==> src/inc/chxo_pkg.sv <==
package chxo_pkg;
  // ==========================================
  // Register map (byte addresses)
  localparam logic [3:0]  ADDR_OUTBOUND = 4'h0;
  localparam logic [3:0]  ADDR_INBOUND  = 4'h4;
  localparam logic [3:0]  ADDR_STATUS   = 4'h8;
  localparam logic [3:0]  ADDR_OUTPUTS  = 4'hC;
  // ==========================================
  // Widths
  localparam int NUM_OUT    = 4;
  localparam int NUM_IPR    = 8;
  localparam int CMD_W      = 8;
  localparam int DATA_W     = 24;
  // ==========================================
  // Command numbers
  localparam logic [7:0] CMD_DISCRETE   = 8'h00;
  localparam logic [7:0] CMD_RESET_CARD = 8'h01;
  localparam logic [7:0] CMD_CONTINUE   = 8'h02;
  localparam logic [7:0] CMD_RET_DISC   = 8'h03;
  localparam logic [7:0] CMD_RET_STATUS = 8'h07;
  localparam logic [7:0] CMD_RET_OUTS   = 8'h08;
  localparam logic [7:0] CMD_RET_COUNT  = 8'h09;
  localparam logic [7:0] CMD_RET_RATE   = 8'h0A;
  localparam logic [7:0] CMD_OUT_PRESET = 8'h10;
  localparam logic [7:0] CMD_INT_PRESET = 8'h18;
  localparam logic [7:0] CMD_SENSE      = 8'h23;
  // Preset command index field
  localparam int OPR_IDX_W = 2;
  localparam int IPR_IDX_W = 3;
  // ==========================================
  // Discrete command fields (word bit index = documented bit - 1)
  localparam int DISC_EN_LSB    = 10;
  localparam int DISC_LATCH_LSB = 14;
  // ==========================================
  // Inbound word tags and codes
  localparam logic [7:0]  TAG_STATUS = 8'h01;
  localparam logic [7:0]  TAG_OUTS   = 8'h02;
  localparam logic [7:0]  TAG_COUNT  = 8'h03;
  localparam logic [7:0]  TAG_RATE   = 8'h04;
  localparam logic [7:0]  TAG_DISC   = 8'h05;
  localparam logic [7:0]  TAG_ERROR  = 8'hFF;
  localparam logic [23:0] ERR_BAD_CMD = 24'h00_0001;
  localparam logic [23:0] ERR_LOCKED  = 24'h00_0002;
  // ==========================================
  // Status bits
  localparam int ST_RELOAD   = 0;
  localparam int ST_LOADED   = 1;
  localparam int ST_POWER_UP = 2;
  // ==========================================
  // AXI responses
  localparam logic [1:0] RESP_OKAY   = 2'b00;
  localparam logic [1:0] RESP_SLVERR = 2'b10;

  typedef enum logic [2:0] {
    chxo_ret_status = 3'b000,
    chxo_ret_outs   = 3'b001,
    chxo_ret_count  = 3'b010,
    chxo_ret_rate   = 3'b011,
    chxo_ret_disc   = 3'b100
  } chxo_ret_e;
endpackage : chxo_pkg

==> src/chxo_top.sv <==
`timescale 1ns/100ps
`default_nettype none

module chxo_top (
  // Clock and reset
  input  wire logic        aclk,
  input  wire logic        aresetn,
  // AXI4-Lite write address
  input  wire logic [3:0]  s_axi_awaddr,
  input  wire logic [2:0]  s_axi_awprot,
  input  wire logic        s_axi_awvalid,
  output logic             s_axi_awready,
  // AXI4-Lite write data
  input  wire logic [31:0] s_axi_wdata,
  input  wire logic [3:0]  s_axi_wstrb,
  input  wire logic        s_axi_wvalid,
  output logic             s_axi_wready,
  // AXI4-Lite write response
  output logic [1:0]       s_axi_bresp,
  output logic             s_axi_bvalid,
  input  wire logic        s_axi_bready,
  // AXI4-Lite read address
  input  wire logic [3:0]  s_axi_araddr,
  input  wire logic [2:0]  s_axi_arprot,
  input  wire logic        s_axi_arvalid,
  output logic             s_axi_arready,
  // AXI4-Lite read data
  output logic [31:0]      s_axi_rdata,
  output logic [1:0]       s_axi_rresp,
  output logic             s_axi_rvalid,
  input  wire logic        s_axi_rready,
  // Counter core
  input  wire logic [23:0] accum_count,
  input  wire logic [23:0] rate_value,
  // System conditions
  input  wire logic        power_lost,
  input  wire logic        host_online,
  input  wire logic        keep_running_jumper,
  // Field outputs and internal preset results
  output logic [3:0]       field_out,
  output logic [7:0]       preset_hit
);

  // ==========================================
  // Comparison helper
  function automatic logic cmp_result(input logic [23:0] count,
                                      input logic [23:0] preset,
                                      input logic        sense);
    logic ge;
    ge = $signed(count) >= $signed(preset);
    cmp_result = sense ? ge : ~ge;
  endfunction : cmp_result

  // ==========================================
  // State
  logic [23:0]          out_preset [chxo_pkg::NUM_OUT];
  logic [23:0]          int_preset [chxo_pkg::NUM_IPR];
  logic [3:0]           out_sense;
  logic [7:0]           int_sense;
  logic [3:0]           out_enable;
  logic [3:0]           latch_req;
  logic [23:0]          last_disc;
  logic [31:0]          inbound;
  logic [31:0]          outbound;
  logic                 wr_commit;
  chxo_pkg::chxo_ret_e  ret_sel;
  logic [2:0]           status;
  logic                 aw_got;
  logic                 w_got;
  logic [3:0]           aw_addr;
  logic [31:0]          w_data;
  logic                 scan;
  logic [7:0]           cmd;
  logic [23:0]          pay;
  logic [3:0]           next_out;
  logic [7:0]           next_hit;
  logic                 run_ok;

  assign cmd = w_data[7:0];
  assign pay = w_data[31:8];
  // One outbound word per completed write to the exchange address
  assign wr_commit = aw_got && w_got && !s_axi_bvalid;
  assign scan = wr_commit && aw_addr == chxo_pkg::ADDR_OUTBOUND;

  // ==========================================
  // AXI write channel
  always_ff @(posedge aclk) begin
    if (!aresetn) begin
      aw_got        <= 1'b0;
      aw_addr       <= 4'h0;
      s_axi_awready <= 1'b0;
    end else begin
      s_axi_awready <= !aw_got && !s_axi_awready && !s_axi_bvalid && s_axi_awvalid;
      if (s_axi_awvalid && s_axi_awready) begin
        aw_got  <= 1'b1;
        aw_addr <= s_axi_awaddr;
      end else if (aw_got && w_got && !s_axi_bvalid) begin
        aw_got <= 1'b0;
      end
    end
  end

  always_ff @(posedge aclk) begin
    if (!aresetn) begin
      w_got        <= 1'b0;
      w_data       <= 32'h0000_0000;
      s_axi_wready <= 1'b0;
    end else begin
      s_axi_wready <= !w_got && !s_axi_wready && !s_axi_bvalid && s_axi_wvalid;
      if (s_axi_wvalid && s_axi_wready) begin
        w_got  <= 1'b1;
        w_data <= s_axi_wdata;
      end else if (aw_got && w_got && !s_axi_bvalid) begin
        w_got <= 1'b0;
      end
    end
  end

  always_ff @(posedge aclk) begin
    if (!aresetn) begin
      s_axi_bvalid <= 1'b0;
      s_axi_bresp  <= chxo_pkg::RESP_OKAY;
    end else if (aw_got && w_got && !s_axi_bvalid) begin
      s_axi_bvalid <= 1'b1;
      s_axi_bresp  <= (aw_addr == chxo_pkg::ADDR_OUTBOUND ||
                       aw_addr == chxo_pkg::ADDR_STATUS)
                      ? chxo_pkg::RESP_OKAY : chxo_pkg::RESP_SLVERR;
    end else if (s_axi_bready) begin
      s_axi_bvalid <= 1'b0;
    end
  end

  // ==========================================
  // AXI read channel
  always_ff @(posedge aclk) begin
    if (!aresetn) begin
      s_axi_arready <= 1'b0;
      s_axi_rvalid  <= 1'b0;
      s_axi_rdata   <= 32'h0000_0000;
      s_axi_rresp   <= chxo_pkg::RESP_OKAY;
    end else begin
      s_axi_arready <= !s_axi_arready && !s_axi_rvalid && s_axi_arvalid;
      if (s_axi_arvalid && s_axi_arready) begin
        s_axi_rvalid <= 1'b1;
        s_axi_rresp  <= chxo_pkg::RESP_OKAY;
        unique case (s_axi_araddr)
          chxo_pkg::ADDR_OUTBOUND: s_axi_rdata <= outbound;
          chxo_pkg::ADDR_INBOUND:  s_axi_rdata <= inbound;
          chxo_pkg::ADDR_STATUS:   s_axi_rdata <= {29'h000_0000, status};
          chxo_pkg::ADDR_OUTPUTS:  s_axi_rdata <= {20'h0_0000, preset_hit, field_out};
          default: begin
            s_axi_rdata <= 32'h0000_0000;
            s_axi_rresp <= chxo_pkg::RESP_SLVERR;
          end
        endcase
      end else if (s_axi_rready) begin
        s_axi_rvalid <= 1'b0;
      end
    end
  end

  // ==========================================
  // Command execution: presets, sense, discrete bits
  always_ff @(posedge aclk) begin
    if (!aresetn) begin
      for (int i = 0; i < chxo_pkg::NUM_OUT; i++) out_preset[i] <= 24'h00_0000;
      for (int i = 0; i < chxo_pkg::NUM_IPR; i++) int_preset[i] <= 24'h00_0000;
      out_sense  <= 4'h0;
      int_sense  <= 8'h00;
      out_enable <= 4'h0;
      latch_req  <= 4'h0;
      last_disc  <= 24'h00_0000;
    end else if (scan && !status[chxo_pkg::ST_POWER_UP]) begin
      if (cmd == chxo_pkg::CMD_DISCRETE) begin
        last_disc  <= pay;
        out_enable <= w_data[chxo_pkg::DISC_EN_LSB +: chxo_pkg::NUM_OUT];
        latch_req  <= w_data[chxo_pkg::DISC_LATCH_LSB +: chxo_pkg::NUM_OUT];
      end else if (cmd == chxo_pkg::CMD_SENSE) begin
        out_sense <= pay[chxo_pkg::NUM_OUT-1:0];
        int_sense <= pay[chxo_pkg::NUM_OUT +: chxo_pkg::NUM_IPR];
      end else if (cmd[7:chxo_pkg::OPR_IDX_W] ==
                   chxo_pkg::CMD_OUT_PRESET[7:chxo_pkg::OPR_IDX_W]) begin
        out_preset[cmd[chxo_pkg::OPR_IDX_W-1:0]] <= pay;
      end else if (cmd[7:chxo_pkg::IPR_IDX_W] ==
                   chxo_pkg::CMD_INT_PRESET[7:chxo_pkg::IPR_IDX_W]) begin
        int_preset[cmd[chxo_pkg::IPR_IDX_W-1:0]] <= pay;
      end else if (cmd == chxo_pkg::CMD_RESET_CARD) begin
        for (int i = 0; i < chxo_pkg::NUM_OUT; i++) out_preset[i] <= 24'h00_0000;
        for (int i = 0; i < chxo_pkg::NUM_IPR; i++) int_preset[i] <= 24'h00_0000;
        out_sense  <= 4'h0;
        int_sense  <= 8'h00;
        out_enable <= 4'h0;
        latch_req  <= 4'h0;
        last_disc  <= 24'h00_0000;
      end
    end else if (scan && cmd == chxo_pkg::CMD_RESET_CARD) begin
      for (int i = 0; i < chxo_pkg::NUM_OUT; i++) out_preset[i] <= 24'h00_0000;
      for (int i = 0; i < chxo_pkg::NUM_IPR; i++) int_preset[i] <= 24'h00_0000;
      latch_req <= 4'h0;
    end
  end

  // ==========================================
  // Status: reload flag, presets loaded, power-up lock
  always_ff @(posedge aclk) begin
    if (!aresetn) begin
      status <= 3'b000;
    end else begin
      // Power loss sets; a clear in the same cycle loses
      if (power_lost) begin
        status[chxo_pkg::ST_RELOAD] <= 1'b1;
      end else if (scan && cmd[7:chxo_pkg::IPR_IDX_W] ==
                   chxo_pkg::CMD_INT_PRESET[7:chxo_pkg::IPR_IDX_W]) begin
        status[chxo_pkg::ST_RELOAD] <= 1'b0;
      end
      if (power_lost || (scan && cmd == chxo_pkg::CMD_RESET_CARD)) begin
        status[chxo_pkg::ST_LOADED] <= 1'b0;
      end else if (scan && !status[chxo_pkg::ST_POWER_UP] &&
                   cmd[7:chxo_pkg::OPR_IDX_W] ==
                   chxo_pkg::CMD_OUT_PRESET[7:chxo_pkg::OPR_IDX_W]) begin
        status[chxo_pkg::ST_LOADED] <= 1'b1;
      end
      if (scan && cmd == chxo_pkg::CMD_RESET_CARD) begin
        status[chxo_pkg::ST_POWER_UP] <= 1'b1;
      end else if (wr_commit && w_data[chxo_pkg::ST_POWER_UP] == 1'b0 &&
                   aw_addr == chxo_pkg::ADDR_STATUS) begin
        status[chxo_pkg::ST_POWER_UP] <= 1'b0;
      end
    end
  end

  // Last outbound word, kept apart from writes to other addresses
  always_ff @(posedge aclk) begin
    if (!aresetn) begin
      outbound <= 32'h0000_0000;
    end else if (scan) begin
      outbound <= w_data;
    end
  end

  // ==========================================
  // Return-data selection and inbound word
  always_ff @(posedge aclk) begin
    if (!aresetn) begin
      ret_sel <= chxo_pkg::chxo_ret_status;
    end else if (scan && !status[chxo_pkg::ST_POWER_UP]) begin
      unique case (cmd)
        chxo_pkg::CMD_RET_STATUS: ret_sel <= chxo_pkg::chxo_ret_status;
        chxo_pkg::CMD_RET_OUTS:   ret_sel <= chxo_pkg::chxo_ret_outs;
        chxo_pkg::CMD_RET_COUNT:  ret_sel <= chxo_pkg::chxo_ret_count;
        chxo_pkg::CMD_RET_RATE:   ret_sel <= chxo_pkg::chxo_ret_rate;
        chxo_pkg::CMD_RET_DISC:   ret_sel <= chxo_pkg::chxo_ret_disc;
        default:                  ret_sel <= ret_sel;
      endcase
    end
  end

  function automatic logic [31:0] ret_word(input chxo_pkg::chxo_ret_e sel);
    unique case (sel)
      chxo_pkg::chxo_ret_status:
        ret_word = {chxo_pkg::TAG_STATUS, 21'h0_0000, status};
      chxo_pkg::chxo_ret_outs:
        ret_word = {chxo_pkg::TAG_OUTS, 12'h000, preset_hit, field_out};
      chxo_pkg::chxo_ret_count:
        ret_word = {chxo_pkg::TAG_COUNT, accum_count};
      chxo_pkg::chxo_ret_rate:
        ret_word = {chxo_pkg::TAG_RATE, rate_value};
      chxo_pkg::chxo_ret_disc:
        ret_word = {chxo_pkg::TAG_DISC, last_disc};
      default:
        ret_word = {chxo_pkg::TAG_ERROR, chxo_pkg::ERR_BAD_CMD};
    endcase
  endfunction : ret_word

  function automatic logic known_cmd(input logic [7:0] c);
    known_cmd = c <= chxo_pkg::CMD_RET_DISC || c == chxo_pkg::CMD_SENSE
             || (c >= chxo_pkg::CMD_RET_STATUS && c <= chxo_pkg::CMD_RET_RATE)
             || (c[7:chxo_pkg::OPR_IDX_W] ==
                 chxo_pkg::CMD_OUT_PRESET[7:chxo_pkg::OPR_IDX_W])
             || (c[7:chxo_pkg::IPR_IDX_W] ==
                 chxo_pkg::CMD_INT_PRESET[7:chxo_pkg::IPR_IDX_W]);
  endfunction : known_cmd

  // Inbound word is built at the scan that delivers the command, so it is
  // read right after that same scan; an error shows once, then the prior data.
  always_ff @(posedge aclk) begin
    if (!aresetn) begin
      inbound <= {chxo_pkg::TAG_STATUS, 24'h00_0000};
    end else if (scan) begin
      if (!known_cmd(cmd)) begin
        inbound <= {chxo_pkg::TAG_ERROR, chxo_pkg::ERR_BAD_CMD};
      end else if (status[chxo_pkg::ST_POWER_UP] &&
                   cmd != chxo_pkg::CMD_RESET_CARD) begin
        inbound <= {chxo_pkg::TAG_ERROR, chxo_pkg::ERR_LOCKED};
      end else begin
        unique case (cmd)
          chxo_pkg::CMD_RET_STATUS: inbound <= ret_word(chxo_pkg::chxo_ret_status);
          chxo_pkg::CMD_RET_OUTS:   inbound <= ret_word(chxo_pkg::chxo_ret_outs);
          chxo_pkg::CMD_RET_COUNT:  inbound <= ret_word(chxo_pkg::chxo_ret_count);
          chxo_pkg::CMD_RET_RATE:   inbound <= ret_word(chxo_pkg::chxo_ret_rate);
          chxo_pkg::CMD_RET_DISC:   inbound <= ret_word(chxo_pkg::chxo_ret_disc);
          default:                  inbound <= ret_word(ret_sel);
        endcase
      end
    end
  end

  // ==========================================
  // Output and internal preset evaluation
  // Runs every cycle regardless of bus traffic, so a held host loses
  // only visibility, never control.
  assign run_ok = host_online ||
                  (keep_running_jumper && status[chxo_pkg::ST_LOADED]
                   && !status[chxo_pkg::ST_RELOAD]);

  always_comb begin
    for (int i = 0; i < chxo_pkg::NUM_OUT; i++) begin
      // Latch holds an output only while it is already on
      next_out[i] = (cmp_result(accum_count, out_preset[i], out_sense[i])
                     && out_enable[i])
                    || (latch_req[i] && field_out[i]);
    end
    for (int i = 0; i < chxo_pkg::NUM_IPR; i++) begin
      next_hit[i] = cmp_result(accum_count, int_preset[i], int_sense[i]);
    end
  end

  always_ff @(posedge aclk) begin
    if (!aresetn) begin
      field_out  <= 4'h0;
      preset_hit <= 8'h00;
    end else begin
      field_out  <= run_ok && !status[chxo_pkg::ST_POWER_UP] ? next_out : 4'h0;
      preset_hit <= next_hit;
    end
  end

endmodule : chxo_top

`default_nettype wire

==> config.mk <==
export PLATFORM = sky130hd
export DESIGN_NAME = chxo_top
export DESIGN_NICKNAME = d
export VERILOG_FILES = /design/src/inc/chxo_pkg.sv /design/src/chxo_top.sv
export SDC_FILE = /design/constraint.sdc
export NUM_CORES = 1
export LEC_CHECK = 0
export BUFFER_PORTS_ARGS = -buffer_cell sky130_fd_sc_hd__buf_2
export CAP_MARGIN = 20
export CORE_MARGIN = 10
export CORE_UTILIZATION = 45
export DETAILED_ROUTE_END_ITERATION = 16
export GPL_ROUTABILITY_DRIVEN = 1
export PLACE_DENSITY = 0.7
export SYNTH_ARGS = -nofsm -noshare
export SYNTH_HDL_FRONTEND = slang
export SYNTH_SLANG_ARGS = --single-unit
==> constraint.sdc <==
create_clock -name aclk -period 5.9 [get_ports aclk]
set_clock_uncertainty 0.2 [all_clocks]
set_input_delay 1.18 -clock aclk [delete_from_list [all_inputs] [get_ports aclk]]
set_output_delay 1.18 -clock aclk [all_outputs]
set_load 0.02 [all_outputs]
# [After elaboration in Yosys (flattened, before gate mapping)]
# Memory sizes are Yosys's and may differ from the RTL's.
# Cells that the tools add are included.
[totals] reg_bits=205 mem_bits_rw=288 romBits=0 latchBits=0 elab_cells=289 n_memories=2
[memory_table] memory="int_preset" words=8 width=24 rd=8 rd_ports_with_merged_regs=0 wr=8 line="chxo_top.sv:57" text="logic [23:0] int_preset [chxo_pkg::NUM_IPR];"
[memory_table] memory="out_preset" words=4 width=24 rd=4 rd_ports_with_merged_regs=0 wr=4 line="chxo_top.sv:56" text="logic [23:0] out_preset [chxo_pkg::NUM_OUT];"
[classes] n_lt_le_gt_ge=15 n_eq_ne=27 n_addsub=0 reduce_logical=76 div_mod_pow=0 n_shift=0 multipliers=0 n_mux=105 bitwise=39
[op_table] op="$mux 24" n=31
[op_table] op="$pmux 32 s5" n=2
[op_table] op="$ge 24x24->1" n=12
[op_table] op="$pmux 32 s4" n=1
[op_table] op="$mux 32" n=2
[op_table] op="$mux 1" n=51
[op_table] op="$reduce_or 24->1" n=2
[op_table] op="$mux 4" n=9
[op_table] op="$logic_and 1x1->1" n=33
[op_table] op="$mux 8" n=4
[op_table] op="$eq 8x4->1 const B" n=3
[op_table] op="$or 1x1->1" n=24
[op_table] op="$reduce_bool 2->1" n=9
[op_table] op="$not 1->1" n=15
[op_table] op="$pmux 3 s5" n=1
[op_table] op="$reduce_and 5->1" n=3
[op_table] op="$eq 4x4->1 const B" n=3
[op_table] op="$logic_or 1x1->1" n=11
[op_table] op="$ne 2x2->1 const B" n=5
[op_table] op="$logic_not 1->1" n=9
[op_table] op="$ne 3x3->1 const B" n=3
[op_table] op="$eq 8x1->1 const B" n=1
[op_table] op="$eq 8x2->1 const B" n=1
[op_table] op="$eq 8x3->1 const B" n=1
[op_table] op="21 further kinds" n=26

# [Longest topological paths before layout]
[logic_depth] ltp_word=12 ltp_mapped=10 ltp_nobuf=9

# [Least setup slack after synthesis]
# OpenSTA, ideal clock, no wires.
[synth_timing] path_type="input-to-reg" from="input aresetn" to="memory int_preset[0][0] (enable)" stages=4 arrival_time_ps=4305 setup_ps=473 setup_slack_ps=922 t_required_ps=5227 cell_sequence="nor2b_1 nand3_1 or2_2 o41ai_1"
[synth_lines] element="start, declared" line="chxo_top.sv:7" text="input wire logic aresetn,"
[synth_lines] element="end, declared" line="chxo_top.sv:57"

==> flow_metrics.env <==
export IMPL_vdd_ir_drop_worst_mv=0.205
export IMPL_startpoint_type="register"
export IMPL_ios=161
export IMPL_core_mm2=0.0604
export IMPL_switching_share=0.254
export IMPL_grt_start_max_net_pins=108
export IMPL_path_clk_slew_ns=0.05
export IMPL_reg2reg_depth=9
export IMPL_layout_common_cells="nand2_1 (324), inv_1 (290), ha_1 (288), edfxtp_1 (288), and2_1 (224)"
export IMPL_fin_crit_sh=0.737
export IMPL_fin_util=0.510
export IMPL_rsz0062_at_grt="no"
export IMPL_final_max_slew_viol_count=0
export IMPL_clkLatencyLatePin_ns=0.62
export IMPL_ys_flop_type="edfxtp_1"
export IMPL_die_area_mm2=0.0712
export IMPL_first_pass_iters=6
export IMPL_fin_nets=3329
export IMPL_cts_tree="yes"
export IMPL_multi_input_area_mm2=0.0132
export IMPL_num_rows=90
export IMPL_power_frac_clock=0.419
export IMPL_hold_class="register to register"
export IMPL_synth_seq_area_share=0.458
export IMPL_fmax_mhz=230
export IMPL_min_to="s_axi_arready"
export IMPL_relSlewSlack=0.174
export IMPL_postCtsHoldBufs=0
export IMPL_cts_sinks=483
export IMPL_cts_inserted_buffers=52
export IMPL_hold_path_depth=1
export IMPL_required_ns=5.91
export IMPL_status="finished, final reports clean"
export IMPL_worstPathArrival_ns=4.36
export IMPL_fin_crit_ns=4.35
export IMPL_cp_max_fo=49
export IMPL_track_usage=0.236
export IMPL_antenna_found_initial=1
export IMPL_wl_met1_um=35500
export IMPL_vias=22014
export IMPL_leakagePower_nw=12.6
export IMPL_setup_viol=0
export IMPL_synth_area_mm2=0.0274
export IMPL_drv_cap=0
export IMPL_pwr_share_comb=0.102
export IMPL_worstMarginPinSlew_ns=1.24
export IMPL_wl_per_cell_um=22.7
export IMPL_wl_met2_um=37300
export IMPL_p_sw_mw=1.97
export IMPL_r2r_end="int_preset[4][12]"
export IMPL_syn_inst=2828
export IMPL_fillers=5362
export IMPL_syn2layout_area_growth_pct=12.3
export IMPL_io_buffers=148
export IMPL_grt_pass1_vias=21804
export IMPL_ant_nets=0
export IMPL_wl_met3_um=8810
export IMPL_clock_path_buffers=3
export IMPL_hp_start="s_axi_rvalid"
export IMPL_post_cts_setup_buffer_count=0
export IMPL_synthDistinctLibCells=76
export IMPL_post_route_drc_count=0
export IMPL_synth_seq_cells=483
export IMPL_p_int_mw=5.79
export IMPL_viasPerCell=5.86
export IMPL_grt_ovfl_total=0
export IMPL_avgSynthCellArea_um2=9.69
export IMPL_regToRegSetupSlack_ns=1.55
export IMPL_p_seq_frac=0.480
export IMPL_dp_hpwl_um=55100
export IMPL_cts_htree_levels=2
export IMPL_die_x_um=267
export IMPL_power_density_mw_per_mm2=252
export IMPL_async_reset_ff_frac=0
export IMPL_yosys_warnings=0
export IMPL_initialDrtViolationCount=2461
export IMPL_dr_max_layer_used="met4"
export IMPL_start_util=0.454
export IMPL_grt_pass1_wl_um=128000
export IMPL_reg2reg_from="w_data[3]"
export IMPL_cts_root_buffer="clkbuf_16"
export IMPL_gp_congestion=0.889
export IMPL_drive_gt1_frac=0.116
export IMPL_hold_viol=0
export IMPL_routed_wl_um=85400
export IMPL_holdWs_ns=0.257
export IMPL_ctsResizeCount=0
export IMPL_critPathKind="register to register"
export IMPL_synth_edf_count=288
export IMPL_finalSetupTns_ns=0
export IMPL_layout_commonest_cell="nand2_1"
export IMPL_fp_dieH_um=267
export IMPL_crit_path_end_kind="register"
export IMPL_regArea_mm2=0.0126
worst max-delay path, cell delays in order (launching register included):
cell      delay [ns]
dfxtp_1         0.84
inv_1           0.17
nand3_1         0.24
nand3_1         0.24
nor2_2          0.13
buf_4           0.38
nand2_1         0.38
nor3_2          0.23
buf_4           0.26
nand2b_1        0.87
how the worst max path moves through the flow:
stage	from	end	cells after the start
after global placement	aresetn	int_preset[4][5]	9
after detailed placement	aresetn	int_preset[4][5]	9
final	w_data[3]	int_preset[4][12]	9
after CTS	w_data[3]	int_preset[4][12]	9
after floorplan	aresetn	int_preset[0][0]	4
after global routing	w_data[3]	int_preset[4][12]	9
cells by family (layout without fill, tap and decap cells):
group           after synthesis  count (layout)  synth area share
other cells                   1               8          0.000137
mux                          67              67            0.0272
fa+ha+maj                   288             288             0.131
buf+inv                     438             579            0.0612
simple gates                976             976             0.184
flops                       483             483             0.458
compound gates              575             575             0.138
metrics by stage:
| step | instance area (um^2) | setup slack [ns] | instances | total power [mW] |
|---|---|---|---|---|
| 2_1_floorplan | 27400 | 0.922 | 2829 | 4.22 |
| 3_3_place_gp | 28900 | 1.55 | 3647 | 4.51 |
| 3_5_place_dp | 28900 | 1.45 | 3648 | 4.55 |
| 4_1_cts | 30600 | 1.70 | 3739 | 7.77 |
| 5_1_grt | 30800 | 1.41 | 3752 | 8.02 |
| 6_report | 30800 | 1.55 | 3758 | 7.76 |
layer usage:
metal / vias to the layer above / track usage
li1: 10111 / -
met1: 10643 / 0.314
met2: 1055 / 0.365
met3: 205 / 0.0504
met4: 0 / 0.100
met5: - / 0
power groups by stage:
stage / combinational, mW / sequential (mW) / clock, mW
detailed placement: 0.762 / 3.79 / 0
CTS: 0.768 / 3.72 / 3.28
floorplan: 0.463 / 3.76 / 0
global placement: 0.715 / 3.79 / 0
finish: 0.789 / 3.72 / 3.25
global route: 0.875 / 3.73 / 3.42
area by class of cell:
type / count / area share
multi-input cells: 1908 / 0.430
flip-flops and latches: 483 / 0.408
clock buffers: 63 / 0.0453
repair buffers: 198 / 0.0404
inverters: 290 / 0.0354
well taps: 782 / 0.0318
clock inverters: 28 / 0.00878
diodes: 6 / 0.000488
registers in the layout (all words and copies together) (netlist names), 3 cells and up:
| register | cells |
|---|---|
| aw_addr | 4 |
| field_out | 4 |
| inbound | 28 |
| int_preset | 192 |
| int_sense | 8 |
| last_disc | 21 |
| latch_req | 4 |
| out_enable | 3 |
| out_preset | 96 |
| out_sense | 4 |
| outbound | 32 |
| preset_hit | 8 |
| ret_sel | 3 |
| s_axi_rdata | 32 |
| status | 3 |
| w_data | 32 |
cells in the mapped netlist, types with 5 or more instances:
cell      count  area (um^2)
nand3_1      28          140
and3_1       52          325
buf_2         8         40.0
a21o_1       36          270
a221oi_1     10         87.6
a31oi_1       9         56.3
a21boi_0     85          638
a31o_2        6         52.6
o211a_1       5         50.1
or3_1         6         37.5
a22o_1       22          193
nor2_1      131          492
mux2_2       21          236
and2_1      224         1400
a211o_1       5         43.8
o211ai_1     13         97.6
nor3_2        7         70.1
a21oi_1     151          756
edfxtp_1    288         8650
nor3_1       23          115
buf_1        10         37.5
nand2_1     324         1220
nand2b_1     26          163
nor2b_1      57          357
dfxtp_1     195         3900
o21ai_0     109          546
a22oi_1      59          443
o21a_1        9         67.6
inv_1       290         1090
o21ai_1       8         40.0
nand4_1      55          344
a222oi_1     13          130
clkbuf_1    125          469
ha_1        288         3600
and4_1       11         96.3
a211oi_1      8         60.1
mux2i_1      42          420
Note: power is estimated with default switching activity, not from simulation.
